File: src/design/spfr_pkg.sv
// shared constants for the speed pulse and fault response block
package spfr_pkg;
  // ----------------------------------------------------------------
  // clock and timing
  // ----------------------------------------------------------------
  localparam int CLK_PERIOD_NS = 10;
  localparam int RETRY_TIME_US = 100;
  localparam int RETRY_CYCLES_DEF = (RETRY_TIME_US * 1000) / CLK_PERIOD_NS;

  // ----------------------------------------------------------------
  // register byte offsets
  // ----------------------------------------------------------------
  localparam logic [7:0] OFS_CTRL = 8'h00;
  localparam logic [7:0] OFS_BUS_LIMIT = 8'h04;
  localparam logic [7:0] OFS_BEMF_THR = 8'h08;
  localparam logic [7:0] OFS_SPEED_REQ = 8'h0C;
  localparam logic [7:0] OFS_STATUS = 8'h10;
  localparam logic [7:0] OFS_INT_STAT = 8'h14;
  localparam logic [7:0] OFS_INT_MASK = 8'h18;
  localparam logic [7:0] OFS_CMD = 8'h1C;
  localparam logic [7:0] OFS_SPEED_REF = 8'h20;

  // ----------------------------------------------------------------
  // control fields
  // ----------------------------------------------------------------
  localparam int CTRL_SEL_LSB = 0;
  localparam int CTRL_MODE_BIT = 2;
  localparam int CTRL_OVP_BIT = 3;
  localparam int CTRL_OCP_LSB = 4;
  localparam int CTRL_BLIM_BIT = 6;
  localparam int CMD_CLR_BIT = 0;

  // status bits and interrupt event bits
  localparam int ST_DRV_FAULT = 0;
  localparam int ST_BLIM = 1;
  localparam int ST_OVP = 2;
  localparam int ST_OCP = 3;
  localparam int EV_OCP = 0;
  localparam int EV_OVP = 1;
  localparam int EV_BLIM = 2;
  localparam int EV_LOCK = 3;

  // ----------------------------------------------------------------
  // reset values and codes
  // ----------------------------------------------------------------
  localparam logic [31:0] CTRL_RST = 32'h0000_0000;
  localparam logic [15:0] BUS_LIMIT_RST = 16'hFFFF;
  localparam logic [15:0] BEMF_THR_RST = 16'h0000;
  localparam logic [15:0] SPEED_REQ_RST = 16'h0000;
  localparam logic [3:0] INT_MASK_RST = 4'h0;
  localparam logic [15:0] LIM_OPEN = 16'hFFFF;
  localparam logic [1:0] SEL_FOLLOW = 2'h0;
  localparam logic [1:0] SEL_HIGH = 2'h1;
  localparam logic [1:0] SEL_FIRST = 2'h2;
  localparam logic [1:0] OCP_LATCH = 2'h0;
  localparam logic [1:0] OCP_RETRY = 2'h1;
  localparam logic [1:0] OCP_REPORT = 2'h2;
  localparam logic [1:0] RESP_OKAY = 2'h0;
  localparam logic [1:0] RESP_SLVERR = 2'h2;

  typedef enum logic [3:0] {
    OC_IDLE = 4'h1,
    OC_LATCH = 4'h2,
    OC_RETRY = 4'h4,
    OC_REPORT = 4'h8
  } spfr_oc_state_t;
endpackage : spfr_pkg

File: src/design/spfr_bus_est.sv
// supply-bus current estimate compared against the limit threshold
`timescale 1ns/1ps
module spfr_bus_est (
  input wire logic aclk,
  input wire logic aresetn,
  input wire logic [15:0] i_phase,
  input wire logic [15:0] v_phase,
  input wire logic [15:0] v_bus,
  input wire logic [15:0] limit_thr,
  output logic over
);
  logic [31:0] pwr_ff, nxt_pwr;
  logic [31:0] cap_ff, nxt_cap;
  logic over_ff, nxt_over;

  // estimate = i*vph/vbus; compared as i*vph > thr*vbus so no divider is needed
  always_comb begin
    nxt_pwr = i_phase * v_phase;
    nxt_cap = limit_thr * v_bus;
    nxt_over = pwr_ff > cap_ff;
  end

  always_ff @(posedge aclk) begin
    if (!aresetn) begin
      pwr_ff <= 32'h0000_0000;
      cap_ff <= 32'h0000_0000;
      over_ff <= 1'b0;
    end else begin
      pwr_ff <= nxt_pwr;
      cap_ff <= nxt_cap;
      over_ff <= nxt_over;
    end
  end

  assign over = over_ff;
endmodule : spfr_bus_est

File: src/design/spfr_retry_timer.sv
// one-shot timer for the automatic overcurrent retry
`timescale 1ns/1ps
module spfr_retry_timer #(
  parameter int RETRY_CYCLES = spfr_pkg::RETRY_CYCLES_DEF
) (
  input wire logic aclk,
  input wire logic aresetn,
  input wire logic start,
  output logic done
);
  logic [23:0] cnt_ff, nxt_cnt;
  logic done_ff, nxt_done;

  // count down from the retry length; done pulses once when it expires
  always_comb begin
    nxt_cnt = cnt_ff;
    nxt_done = 1'b0;
    if (start) begin
      nxt_cnt = 24'(RETRY_CYCLES);
    end else if (cnt_ff != 24'h00_0000) begin
      nxt_cnt = cnt_ff - 24'h00_0001;
      nxt_done = (cnt_ff == 24'h00_0001);
    end
  end

  always_ff @(posedge aclk) begin
    if (!aresetn) begin
      cnt_ff <= 24'h00_0000;
      done_ff <= 1'b0;
    end else begin
      cnt_ff <= nxt_cnt;
      done_ff <= nxt_done;
    end
  end

  assign done = done_ff;
endmodule : spfr_retry_timer

File: src/design/spfr_top.sv
// speed pulse output, bus current limit and fault response with AXI4-Lite registers
//
// What this block does
// - closed loop: pulse toggles with driving speed
// - motor lock holds pulse output high
// - select 00b: open loop follows driving frequency
// - select 01b: open loop holds output high
// - select 10b: follow first start-up, later high
// - limit enabled: clamp speed reference to a ceiling that steps down while over threshold
// - estimate bus current from phase and bus
// - report limit active in readable status
// - overvoltage enable: report, tri-state, auto-recover
// - overcurrent 00b: report, tri-state, latch until clear
// - overcurrent 01b: report, tri-state, retry later
// - overcurrent 10b: report only, bridge stays active
// - overcurrent 11b: no report, no action
// - pulse mode adds back-EMF window to drive window
`timescale 1ns/1ps
module spfr_top #(
  parameter int RETRY_CYCLES = spfr_pkg::RETRY_CYCLES_DEF
) (
  input wire logic aclk,
  input wire logic aresetn,
  input wire logic [7:0] s_axi_awaddr,
  input wire logic s_axi_awvalid,
  output logic s_axi_awready,
  input wire logic [31:0] s_axi_wdata,
  input wire logic [3:0] s_axi_wstrb,
  input wire logic s_axi_wvalid,
  output logic s_axi_wready,
  output logic [1:0] s_axi_bresp,
  output logic s_axi_bvalid,
  input wire logic s_axi_bready,
  input wire logic [7:0] s_axi_araddr,
  input wire logic s_axi_arvalid,
  output logic s_axi_arready,
  output logic [31:0] s_axi_rdata,
  output logic [1:0] s_axi_rresp,
  output logic s_axi_rvalid,
  input wire logic s_axi_rready,
  input wire logic drive_active,
  input wire logic open_loop,
  input wire logic motor_lock,
  input wire logic drive_tick,
  input wire logic wake_event,
  input wire logic [15:0] backemf_level,
  input wire logic overvoltage,
  input wire logic overcurrent,
  input wire logic [15:0] phase_current,
  input wire logic [15:0] phase_voltage,
  input wire logic [15:0] bus_voltage,
  output logic speed_pulse_out,
  output logic fault_pin_n,
  output logic bridge_hiz,
  output logic [15:0] speed_ref,
  output logic irq
);
  // ----------------------------------------------------------------
  // register bus
  // ----------------------------------------------------------------
  logic awready_ff, wready_ff, bvalid_ff, arready_ff, rvalid_ff;
  logic [1:0] bresp_ff, rresp_ff;
  logic [31:0] rdata_ff;
  logic [31:0] ctrl_ff, nxt_ctrl;
  logic [15:0] blim_ff, nxt_blim, bemf_ff, nxt_bemf, sreq_ff, nxt_sreq;
  logic [3:0] imask_ff, nxt_imask, istat_ff, nxt_istat;
  logic clr_ff, nxt_clr;
  logic nxt_awready, nxt_wready, nxt_bvalid, nxt_arready, nxt_rvalid;
  logic [1:0] nxt_bresp, nxt_rresp;
  logic [31:0] nxt_rdata;
  logic wr_go, rd_go, wr_hit;
  logic [3:0] events, status;
  logic [15:0] speed_ref_ff;

  // byte-lane merge, used by the control, limit, threshold, request and mask registers
  function automatic logic [31:0] spfr_merge(input logic [31:0] old_v,
                                             input logic [31:0] new_v,
                                             input logic [3:0] strb);
    logic [31:0] res;
    res = old_v;
    for (int b = 0; b < 4; b++) begin
      if (strb[b]) begin
        res[b*8 +: 8] = new_v[b*8 +: 8];
      end
    end
    return res;
  endfunction : spfr_merge

  // write decoding, read mux and sticky flags; hardware set beats software clear
  always_comb begin
    wr_go = s_axi_awvalid && awready_ff && s_axi_wvalid && wready_ff;
    rd_go = s_axi_arvalid && arready_ff;
    nxt_awready = !awready_ff && !bvalid_ff && s_axi_awvalid && s_axi_wvalid;
    nxt_wready = nxt_awready;
    nxt_bvalid = bvalid_ff ? !s_axi_bready : wr_go;
    nxt_arready = !arready_ff && !rvalid_ff && s_axi_arvalid;
    nxt_rvalid = rvalid_ff ? !s_axi_rready : rd_go;
    nxt_ctrl = ctrl_ff;
    nxt_blim = blim_ff;
    nxt_bemf = bemf_ff;
    nxt_sreq = sreq_ff;
    nxt_imask = imask_ff;
    nxt_istat = istat_ff;
    nxt_clr = 1'b0;
    nxt_bresp = bresp_ff;
    wr_hit = 1'b1;
    if (wr_go) begin
      case (s_axi_awaddr)
        spfr_pkg::OFS_CTRL: nxt_ctrl = spfr_merge(ctrl_ff, s_axi_wdata, s_axi_wstrb) & 32'h7F;
        spfr_pkg::OFS_BUS_LIMIT:
          nxt_blim = 16'(spfr_merge({16'h0000, blim_ff}, s_axi_wdata, s_axi_wstrb));
        spfr_pkg::OFS_BEMF_THR:
          nxt_bemf = 16'(spfr_merge({16'h0000, bemf_ff}, s_axi_wdata, s_axi_wstrb));
        spfr_pkg::OFS_SPEED_REQ:
          nxt_sreq = 16'(spfr_merge({16'h0000, sreq_ff}, s_axi_wdata, s_axi_wstrb));
        spfr_pkg::OFS_INT_MASK:
          nxt_imask = 4'(spfr_merge({28'h0, imask_ff}, s_axi_wdata, s_axi_wstrb));
        spfr_pkg::OFS_INT_STAT: nxt_istat = istat_ff & ~(s_axi_wdata[3:0] & {4{s_axi_wstrb[0]}});
        spfr_pkg::OFS_CMD: nxt_clr = s_axi_wdata[spfr_pkg::CMD_CLR_BIT] && s_axi_wstrb[0];
        spfr_pkg::OFS_STATUS, spfr_pkg::OFS_SPEED_REF: wr_hit = 1'b1;
        default: wr_hit = 1'b0;
      endcase
      nxt_bresp = wr_hit ? spfr_pkg::RESP_OKAY : spfr_pkg::RESP_SLVERR;
    end
    nxt_istat = nxt_istat | events;
    nxt_rdata = rdata_ff;
    nxt_rresp = rresp_ff;
    if (rd_go) begin
      nxt_rresp = spfr_pkg::RESP_OKAY;
      case (s_axi_araddr)
        spfr_pkg::OFS_CTRL: nxt_rdata = ctrl_ff;
        spfr_pkg::OFS_BUS_LIMIT: nxt_rdata = {16'h0000, blim_ff};
        spfr_pkg::OFS_BEMF_THR: nxt_rdata = {16'h0000, bemf_ff};
        spfr_pkg::OFS_SPEED_REQ: nxt_rdata = {16'h0000, sreq_ff};
        spfr_pkg::OFS_STATUS: nxt_rdata = {28'h0, status};
        spfr_pkg::OFS_INT_STAT: nxt_rdata = {28'h0, istat_ff};
        spfr_pkg::OFS_INT_MASK: nxt_rdata = {28'h0, imask_ff};
        spfr_pkg::OFS_CMD: nxt_rdata = 32'h0000_0000;
        spfr_pkg::OFS_SPEED_REF: nxt_rdata = {16'h0000, speed_ref_ff};
        default: begin
          nxt_rdata = 32'h0000_0000;
          nxt_rresp = spfr_pkg::RESP_SLVERR;
        end
      endcase
    end
  end

  always_ff @(posedge aclk) begin
    if (!aresetn) begin
      awready_ff <= 1'b0;
      wready_ff <= 1'b0;
      bvalid_ff <= 1'b0;
      bresp_ff <= spfr_pkg::RESP_OKAY;
      arready_ff <= 1'b0;
      rvalid_ff <= 1'b0;
      rresp_ff <= spfr_pkg::RESP_OKAY;
      rdata_ff <= 32'h0000_0000;
      ctrl_ff <= spfr_pkg::CTRL_RST;
      blim_ff <= spfr_pkg::BUS_LIMIT_RST;
      bemf_ff <= spfr_pkg::BEMF_THR_RST;
      sreq_ff <= spfr_pkg::SPEED_REQ_RST;
      imask_ff <= spfr_pkg::INT_MASK_RST;
      istat_ff <= 4'h0;
      clr_ff <= 1'b0;
    end else begin
      awready_ff <= nxt_awready;
      wready_ff <= nxt_wready;
      bvalid_ff <= nxt_bvalid;
      bresp_ff <= nxt_bresp;
      arready_ff <= nxt_arready;
      rvalid_ff <= nxt_rvalid;
      rresp_ff <= nxt_rresp;
      rdata_ff <= nxt_rdata;
      ctrl_ff <= nxt_ctrl;
      blim_ff <= nxt_blim;
      bemf_ff <= nxt_bemf;
      sreq_ff <= nxt_sreq;
      imask_ff <= nxt_imask;
      istat_ff <= nxt_istat;
      clr_ff <= nxt_clr;
    end
  end

  // ----------------------------------------------------------------
  // speed pulse output
  // ----------------------------------------------------------------
  logic [1:0] sel;
  logic pulse_ff, nxt_pulse, first_ff, nxt_first, ol_d_ff;
  logic lim_act_ff, nxt_lim_act;
  assign sel = ctrl_ff[spfr_pkg::CTRL_SEL_LSB +: 2];

  // lock first, then open-loop choice, then the running window
  always_comb begin
    nxt_pulse = 1'b0;
    nxt_first = first_ff;
    if (wake_event) begin
      nxt_first = 1'b1;
    end else if (ol_d_ff && !open_loop) begin
      nxt_first = 1'b0; // a start-up ends when open loop is left
    end
    if (motor_lock) begin
      nxt_pulse = 1'b1;
    end else if (open_loop) begin
      case (sel)
        spfr_pkg::SEL_FOLLOW: nxt_pulse = pulse_ff ^ drive_tick;
        spfr_pkg::SEL_HIGH: nxt_pulse = 1'b1;
        spfr_pkg::SEL_FIRST: nxt_pulse = first_ff ? (pulse_ff ^ drive_tick) : 1'b1;
        default: nxt_pulse = 1'b1;
      endcase
    end else if (drive_active || (ctrl_ff[spfr_pkg::CTRL_MODE_BIT] &&
                 backemf_level > bemf_ff)) begin
      nxt_pulse = pulse_ff ^ drive_tick;
    end
  end

  always_ff @(posedge aclk) begin
    if (!aresetn) begin
      pulse_ff <= 1'b0;
      first_ff <= 1'b1;
      ol_d_ff <= 1'b0;
    end else begin
      pulse_ff <= nxt_pulse;
      first_ff <= nxt_first;
      ol_d_ff <= open_loop;
    end
  end

  // ----------------------------------------------------------------
  // bus current limit
  // ----------------------------------------------------------------
  logic bus_over;
  logic [15:0] lim_ff, nxt_lim, nxt_speed_ref;

  spfr_bus_est u_est (
    .aclk(aclk),
    .aresetn(aresetn),
    .i_phase(phase_current),
    .v_phase(phase_voltage),
    .v_bus(bus_voltage),
    .limit_thr(blim_ff),
    .over(bus_over)
  );

  // the ceiling walks down while over and back up after; slow but never oscillates hard
  always_comb begin
    nxt_lim = lim_ff;
    if (!ctrl_ff[spfr_pkg::CTRL_BLIM_BIT]) begin
      nxt_lim = spfr_pkg::LIM_OPEN;
    end else if (bus_over) begin
      nxt_lim = ((lim_ff < speed_ref_ff) ? lim_ff : speed_ref_ff);
      if (nxt_lim != 16'h0000) begin
        nxt_lim = nxt_lim - 16'h0001;
      end
    end else if (lim_ff != spfr_pkg::LIM_OPEN) begin
      nxt_lim = lim_ff + 16'h0001;
    end
    nxt_speed_ref = (sreq_ff < lim_ff) ? sreq_ff : lim_ff;
    nxt_lim_act = ctrl_ff[spfr_pkg::CTRL_BLIM_BIT] && (lim_ff < sreq_ff);
  end

  always_ff @(posedge aclk) begin
    if (!aresetn) begin
      lim_ff <= spfr_pkg::LIM_OPEN;
      speed_ref_ff <= 16'h0000;
      lim_act_ff <= 1'b0;
    end else begin
      lim_ff <= nxt_lim;
      speed_ref_ff <= nxt_speed_ref;
      lim_act_ff <= nxt_lim_act;
    end
  end

  // ----------------------------------------------------------------
  // fault response
  // ----------------------------------------------------------------
  spfr_pkg::spfr_oc_state_t oc_ff, nxt_oc;
  logic [1:0] ocp_sel;
  logic ovp_act, retry_start, retry_done;
  logic fault_n_ff, nxt_fault_n, hiz_ff, nxt_hiz, irq_ff, nxt_irq;
  logic [3:0] prev_ff, cond;
  assign ocp_sel = ctrl_ff[spfr_pkg::CTRL_OCP_LSB +: 2];
  assign ovp_act = ctrl_ff[spfr_pkg::CTRL_OVP_BIT] && overvoltage;

  spfr_retry_timer #(.RETRY_CYCLES(RETRY_CYCLES)) u_retry (
    .aclk(aclk),
    .aresetn(aresetn),
    .start(retry_start),
    .done(retry_done)
  );

  // overcurrent response state, outputs and interrupt events
  always_comb begin
    nxt_oc = oc_ff;
    case (oc_ff)
      spfr_pkg::OC_IDLE: begin
        if (overcurrent) begin
          case (ocp_sel)
            spfr_pkg::OCP_LATCH: nxt_oc = spfr_pkg::OC_LATCH;
            spfr_pkg::OCP_RETRY: nxt_oc = spfr_pkg::OC_RETRY;
            spfr_pkg::OCP_REPORT: nxt_oc = spfr_pkg::OC_REPORT;
            default: nxt_oc = spfr_pkg::OC_IDLE;
          endcase
        end
      end
      spfr_pkg::OC_LATCH: if (clr_ff) nxt_oc = spfr_pkg::OC_IDLE;
      spfr_pkg::OC_RETRY: if (retry_done) nxt_oc = spfr_pkg::OC_IDLE;
      spfr_pkg::OC_REPORT: if (!overcurrent) nxt_oc = spfr_pkg::OC_IDLE;
      default: nxt_oc = spfr_pkg::OC_IDLE;
    endcase
    retry_start = (oc_ff == spfr_pkg::OC_IDLE) && (nxt_oc == spfr_pkg::OC_RETRY);
    nxt_fault_n = (oc_ff == spfr_pkg::OC_IDLE) && !ovp_act;
    nxt_hiz = (oc_ff == spfr_pkg::OC_LATCH) || (oc_ff == spfr_pkg::OC_RETRY) || ovp_act;
    cond = {motor_lock, lim_act_ff, ovp_act, overcurrent && (ocp_sel != 2'h3)};
    events = cond & ~prev_ff;
    status = {oc_ff != spfr_pkg::OC_IDLE, ovp_act, lim_act_ff, !fault_n_ff};
    nxt_irq = |(istat_ff & imask_ff);
  end

  always_ff @(posedge aclk) begin
    if (!aresetn) begin
      oc_ff <= spfr_pkg::OC_IDLE;
      fault_n_ff <= 1'b1;
      hiz_ff <= 1'b0;
      prev_ff <= 4'h0;
      irq_ff <= 1'b0;
    end else begin
      oc_ff <= nxt_oc;
      fault_n_ff <= nxt_fault_n;
      hiz_ff <= nxt_hiz;
      prev_ff <= cond;
      irq_ff <= nxt_irq;
    end
  end

  assign s_axi_awready = awready_ff;
  assign s_axi_wready = wready_ff;
  assign s_axi_bvalid = bvalid_ff;
  assign s_axi_bresp = bresp_ff;
  assign s_axi_arready = arready_ff;
  assign s_axi_rvalid = rvalid_ff;
  assign s_axi_rresp = rresp_ff;
  assign s_axi_rdata = rdata_ff;
  assign speed_pulse_out = pulse_ff;
  assign fault_pin_n = fault_n_ff;
  assign bridge_hiz = hiz_ff;
  assign speed_ref = speed_ref_ff;
  assign irq = irq_ff;
endmodule : spfr_top

File: config.mk
export PLATFORM = sky130hd
export DESIGN_NAME = spfr_top
export DESIGN_NICKNAME = d
export VERILOG_FILES = /design/src/design/spfr_pkg.sv /design/src/design/spfr_bus_est.sv /design/src/design/spfr_retry_timer.sv /design/src/design/spfr_top.sv
export SDC_FILE = /design/constraint.sdc
export NUM_CORES = 2
export LEC_CHECK = 0
export BUFFER_PORTS_ARGS = -buffer_cell sky130_fd_sc_hd__buf_2
export CAP_MARGIN = 20
export CORE_MARGIN = 5
export CORE_UTILIZATION = 38
export CTS_CLUSTER_SIZE = 14
export DETAILED_ROUTE_END_ITERATION = 10
export PLACE_DENSITY = 0.59
export SLEW_MARGIN = 10
export SYNTH_ARGS = -nofsm -noshare
export SYNTH_HDL_FRONTEND = slang
export SYNTH_HIERARCHICAL = 1
export SYNTH_SLANG_ARGS = --single-unit
File: constraint.sdc
create_clock -name aclk -period 7.9 [get_ports aclk]
set_clock_uncertainty 0.05 [all_clocks]
set_input_delay 1.58 -clock aclk [delete_from_list [all_inputs] [get_ports aclk]]
set_output_delay 1.58 -clock aclk [all_outputs]
set_load 0.02 [all_outputs]
==> impl_summary.md <==
Timing
The fmax is 144 MHz. After routing, the total negative slack on setup checks comes to 0 ns. For the finished layout, the period the worst path requires is ~6.9 ns. The final critical path takes up 87.6% of the cycle. At the pin with the least slew margin, the transition time is 1.02 ns. The number of endpoints with negative hold slack in the final report is 0.

The worst max-slew margin expressed relative to the limit is 31.7%. Setup violations remaining at the end of the flow were counted as 0. The final max-slew violation count is 0. Setup repair after global routing left no endpoint under its margin.

Worst setup path
In this run the worst path has a maximum fanout of 16. The required time reported for the critical path endpoint is 8.25 ns. The kind of start point of the critical path is a primary input.

The category of the most critical setup path is in2reg. The arrival time at the worst endpoint is 7.27 ns. The capturing element type of the critical path is a register.

Routing
In the final routed layout, each cell accounts on average for 17.0 microns. The number of remaining DRC errors is 0. The DRC violation total after the first TritonRoute iteration is 1302. The total via count after detailed routing is 23200.

The number of antenna-violating nets in the routed design is 0. The aggregate routed wire length is 76800 microns. Dividing the detail-routed via count by the number of cells gives 5.14. The first-pass iteration count of the detailed router is 6.

Clock tree
The clock insertion delay at the later pin of the skew report is 0.57 ns. The cell sitting at the root of the clock tree is a sky130_fd_sc_hd__clkbuf_16. The number of hold buffers added after CTS is 0.

The number of buffers inserted by post-CTS setup repair is 0. The CTS buffer count is 26. The clock tree from TritonCTS is built. The total number of clock tree sinks is 223. The longest clock path from root to sink contains 3 buffers.

After clock tree synthesis, the repair step resized 0 gates. The number of H-tree levels is 1. The clock edge transition at the registers on the reported setup and hold paths is roughly 0.06 ns.

Floorplanning
Pin placement for this block handled ~190 I/O pins. After floorplanning, the core was sized to cover 0.0759 sq mm. The site row count is 101. The overall die width is around 290 microns.

The initial utilization of the core area, before any placement, comes to 38.3%. The die height is 287 microns. The die covers between 0.08 and 0.09 sq mm.

Logic synthesis
The synthesized instance count is 3395. A synthesized cell averages 8.57 sq um. The number of warnings issued by yosys is 6.

After synthesis, the cell types taking the most area are sky130_fd_sc_hd__fa_1, sky130_fd_sc_hd__dfxtp_1, sky130_fd_sc_hd__ha_1. The cell type with the largest total area after synthesis is sky130_fd_sc_hd__fa_1. The number of different library cells used by synthesis comes to 103.

The netlist area before placement is 0.0291 sq mm. For this run, asynchronously set or reset flops after synthesis account for 0%. The part of the Yosys area used for sequential elements is 15.3%. For this run, the leading register cell type out of synthesis is sky130_fd_sc_hd__dfxtp_1. After synthesis the netlist holds a flip-flop and latch count of 223. The number of synthesized flops with an enable pin is 0. Summed over its instances, the top area cell type makes up 26.7% of the synthesized netlist area.

Global route
The first global-routing pass estimated 127000 microns of wire. The initial antenna violation count came to 6. The sum of overflow across all layers after global routing is 0.

The largest net degree at the start of global routing is 71. The total track usage is 18.7%. The via count of the first global-routing pass is 23900.

Placement
Summed over all nets, the half-perimeter wirelength after detailed placement is 59500 microns. The final RePlAce weighted congestion is 0.898. Port buffering added around 150 buffers.

Layout
The area growth from synthesis to final layout is 8.44%. The number of nets at the end of the flow is roughly 4300. Of the cells placed in the final design, the portion with a size suffix greater than 1 is 7.99%.

Status
The run finished with clean final reports.

Min path
The worst min-delay path class is reg2reg.

Job
Max-cap violations in this run came to 0.
per-layer routing:
metal | vias up | track usage (%) | routed length (microns)
met5 | - | 0 | 0
met4 | 0 | 4.01 | 1580
met3 | 88 | 2.33 | 3410
met2 | 531 | 32.1 | 37400
met1 | 11500 | 25.5 | 34400
li1 | 11100 | - | -
metrics by stage:
stage	worst slack [ns]	utilization [%]	hold slack, ns	instance area (sq um)	instances
after detailed placement	0.446	40.4	0.403	30700	4463
after CTS	1.03	41.5	0.408	31500	4509
after global placement	0.464	40.4	0.409	30700	4463
after floorplan	0.988	-	0.401	29200	3412
after global routing	0.659	41.5	0.432	31500	4513
final	0.976	41.5	0.415	31500	4517
flip-flops by register name (all words and copies together), names as in the netlist, 4 cells and up:
register        count
u_est/cap_ff       32
u_est/pwr_ff       32
u_retry/cnt_ff     24
bemf_ff            16
blim_ff            16
lim_ff             16
s_axi_rdata        16
speed_ref          16
sreq_ff            16
ctrl_ff             7
imask_ff            4
istat_ff            4
oc_ff               4
prev_ff             4
synthesized netlist by cell type, drive strengths merged (9+ instances only):
cell    instances
inv           557
nand2         452
fa            388
ha            292
and2          257
dfxtp         223
a21oi         147
nor2          124
clkbuf        117
o21ai          92
nand3          70
mux2i          53
xnor2          49
nor3           48
a21o           47
buf            43
a21boi         34
nand4          34
nor2b          32
xor2           30
nor4           27
nand2b         21
o21a           21
a31oi          20
o211ai         18
a211oi         16
and3           16
a222oi         14
or3            14
or4            13
o31ai          10
a221oi          9
a22oi           9
placed cells by master (no fill, tap or decap), types with 16 or more instances in the layout:
cell / count
sky130_fd_sc_hd__xor2_1: 30
sky130_fd_sc_hd__buf_4: 28
sky130_fd_sc_hd__nand2_1: 451
sky130_fd_sc_hd__conb_1: 18
sky130_fd_sc_hd__nand2b_1: 21
sky130_fd_sc_hd__fa_1: 388
sky130_fd_sc_hd__o21ai_0: 72
sky130_fd_sc_hd__xnor2_1: 49
sky130_fd_sc_hd__clkbuf_16: 26
sky130_fd_sc_hd__o21a_1: 21
sky130_fd_sc_hd__a21o_1: 47
sky130_fd_sc_hd__a31oi_1: 20
sky130_fd_sc_hd__a21oi_1: 143
sky130_fd_sc_hd__dfxtp_1: 223
sky130_fd_sc_hd__nor2_1: 122
sky130_fd_sc_hd__mux2i_1: 53
sky130_fd_sc_hd__ha_1: 292
sky130_fd_sc_hd__a21boi_0: 34
sky130_fd_sc_hd__and2_1: 257
sky130_fd_sc_hd__nand4_1: 34
sky130_fd_sc_hd__nor4_1: 22
sky130_fd_sc_hd__nor2b_1: 32
sky130_fd_sc_hd__o211ai_1: 16
sky130_fd_sc_hd__nor3_1: 44
sky130_fd_sc_hd__inv_1: 556
sky130_fd_sc_hd__nand3_1: 68
sky130_fd_sc_hd__buf_2: 154
logic make-up after synthesis:
logic type | Yosys count | share of synthesized area, %
AND/OR/NAND/NOR | 1144 | 19.8
AO/OA/AOI/OAI | 495 | 11.5
adder cells (fa/ha/maj) | 680 | 39.3
flip-flops | 223 | 15.3
other | 1 | 0.0129
multiplexers | 56 | 1.94
buffers and inverters | 717 | 9.79
XOR/XNOR | 79 | 2.38
area by class of cell:
class | count | area, sq um
antenna | 6 | 15.0
clock buffer | 35 | 724
clock inverter | 11 | 114
fill | 7647 | 44400
inverter | 557 | 2090
multi-input combinational | 2472 | 21900
sequential | 223 | 4460
tap | 1030 | 1290
timing repair buffer | 183 | 996
worst max-delay path, cell delays in order:
cell	delay, ns
sky130_fd_sc_hd__buf_2	0.31
sky130_fd_sc_hd__nand2_1	0.14
sky130_fd_sc_hd__fa_1	0.56
sky130_fd_sc_hd__inv_1	0.05
sky130_fd_sc_hd__fa_1	0.50
sky130_fd_sc_hd__inv_1	0.05
sky130_fd_sc_hd__fa_1	0.47
sky130_fd_sc_hd__inv_1	0.06
sky130_fd_sc_hd__fa_1	0.51
sky130_fd_sc_hd__fa_1	0.55
sky130_fd_sc_hd__inv_1	0.05
sky130_fd_sc_hd__fa_1	0.52
sky130_fd_sc_hd__inv_1	0.04
sky130_fd_sc_hd__ha_1	0.37
sky130_fd_sc_hd__a21oi_1	0.35
sky130_fd_sc_hd__nor2b_1	0.44
sky130_fd_sc_hd__nor4b_1	0.13
sky130_fd_sc_hd__a311oi_1	0.31
sky130_fd_sc_hd__xnor2_1	0.20
sky130_fd_sc_hd__nor2_1	0.06
final timing paths:
check,start,to,slack (ns),cells past startpoint
setup / recovery,phase_current[5],u_est/pwr_ff[31]$_SDFF_PN0_,0.98,20
hold / removal,s_axi_rvalid$_SDFF_PN0_,s_axi_arready$_SDFF_PN0_,0.41,1
setup reg to reg,blim_ff[7]$_SDFFE_PN1P_,u_est/cap_ff[29]$_SDFF_PN0_,1.48,20
hold reg to reg,s_axi_rvalid$_SDFF_PN0_,s_axi_arready$_SDFF_PN0_,0.41,1
Power is not shown: default switching activity piles up to over one toggle a cycle in this logic, so the estimate is an artifact.
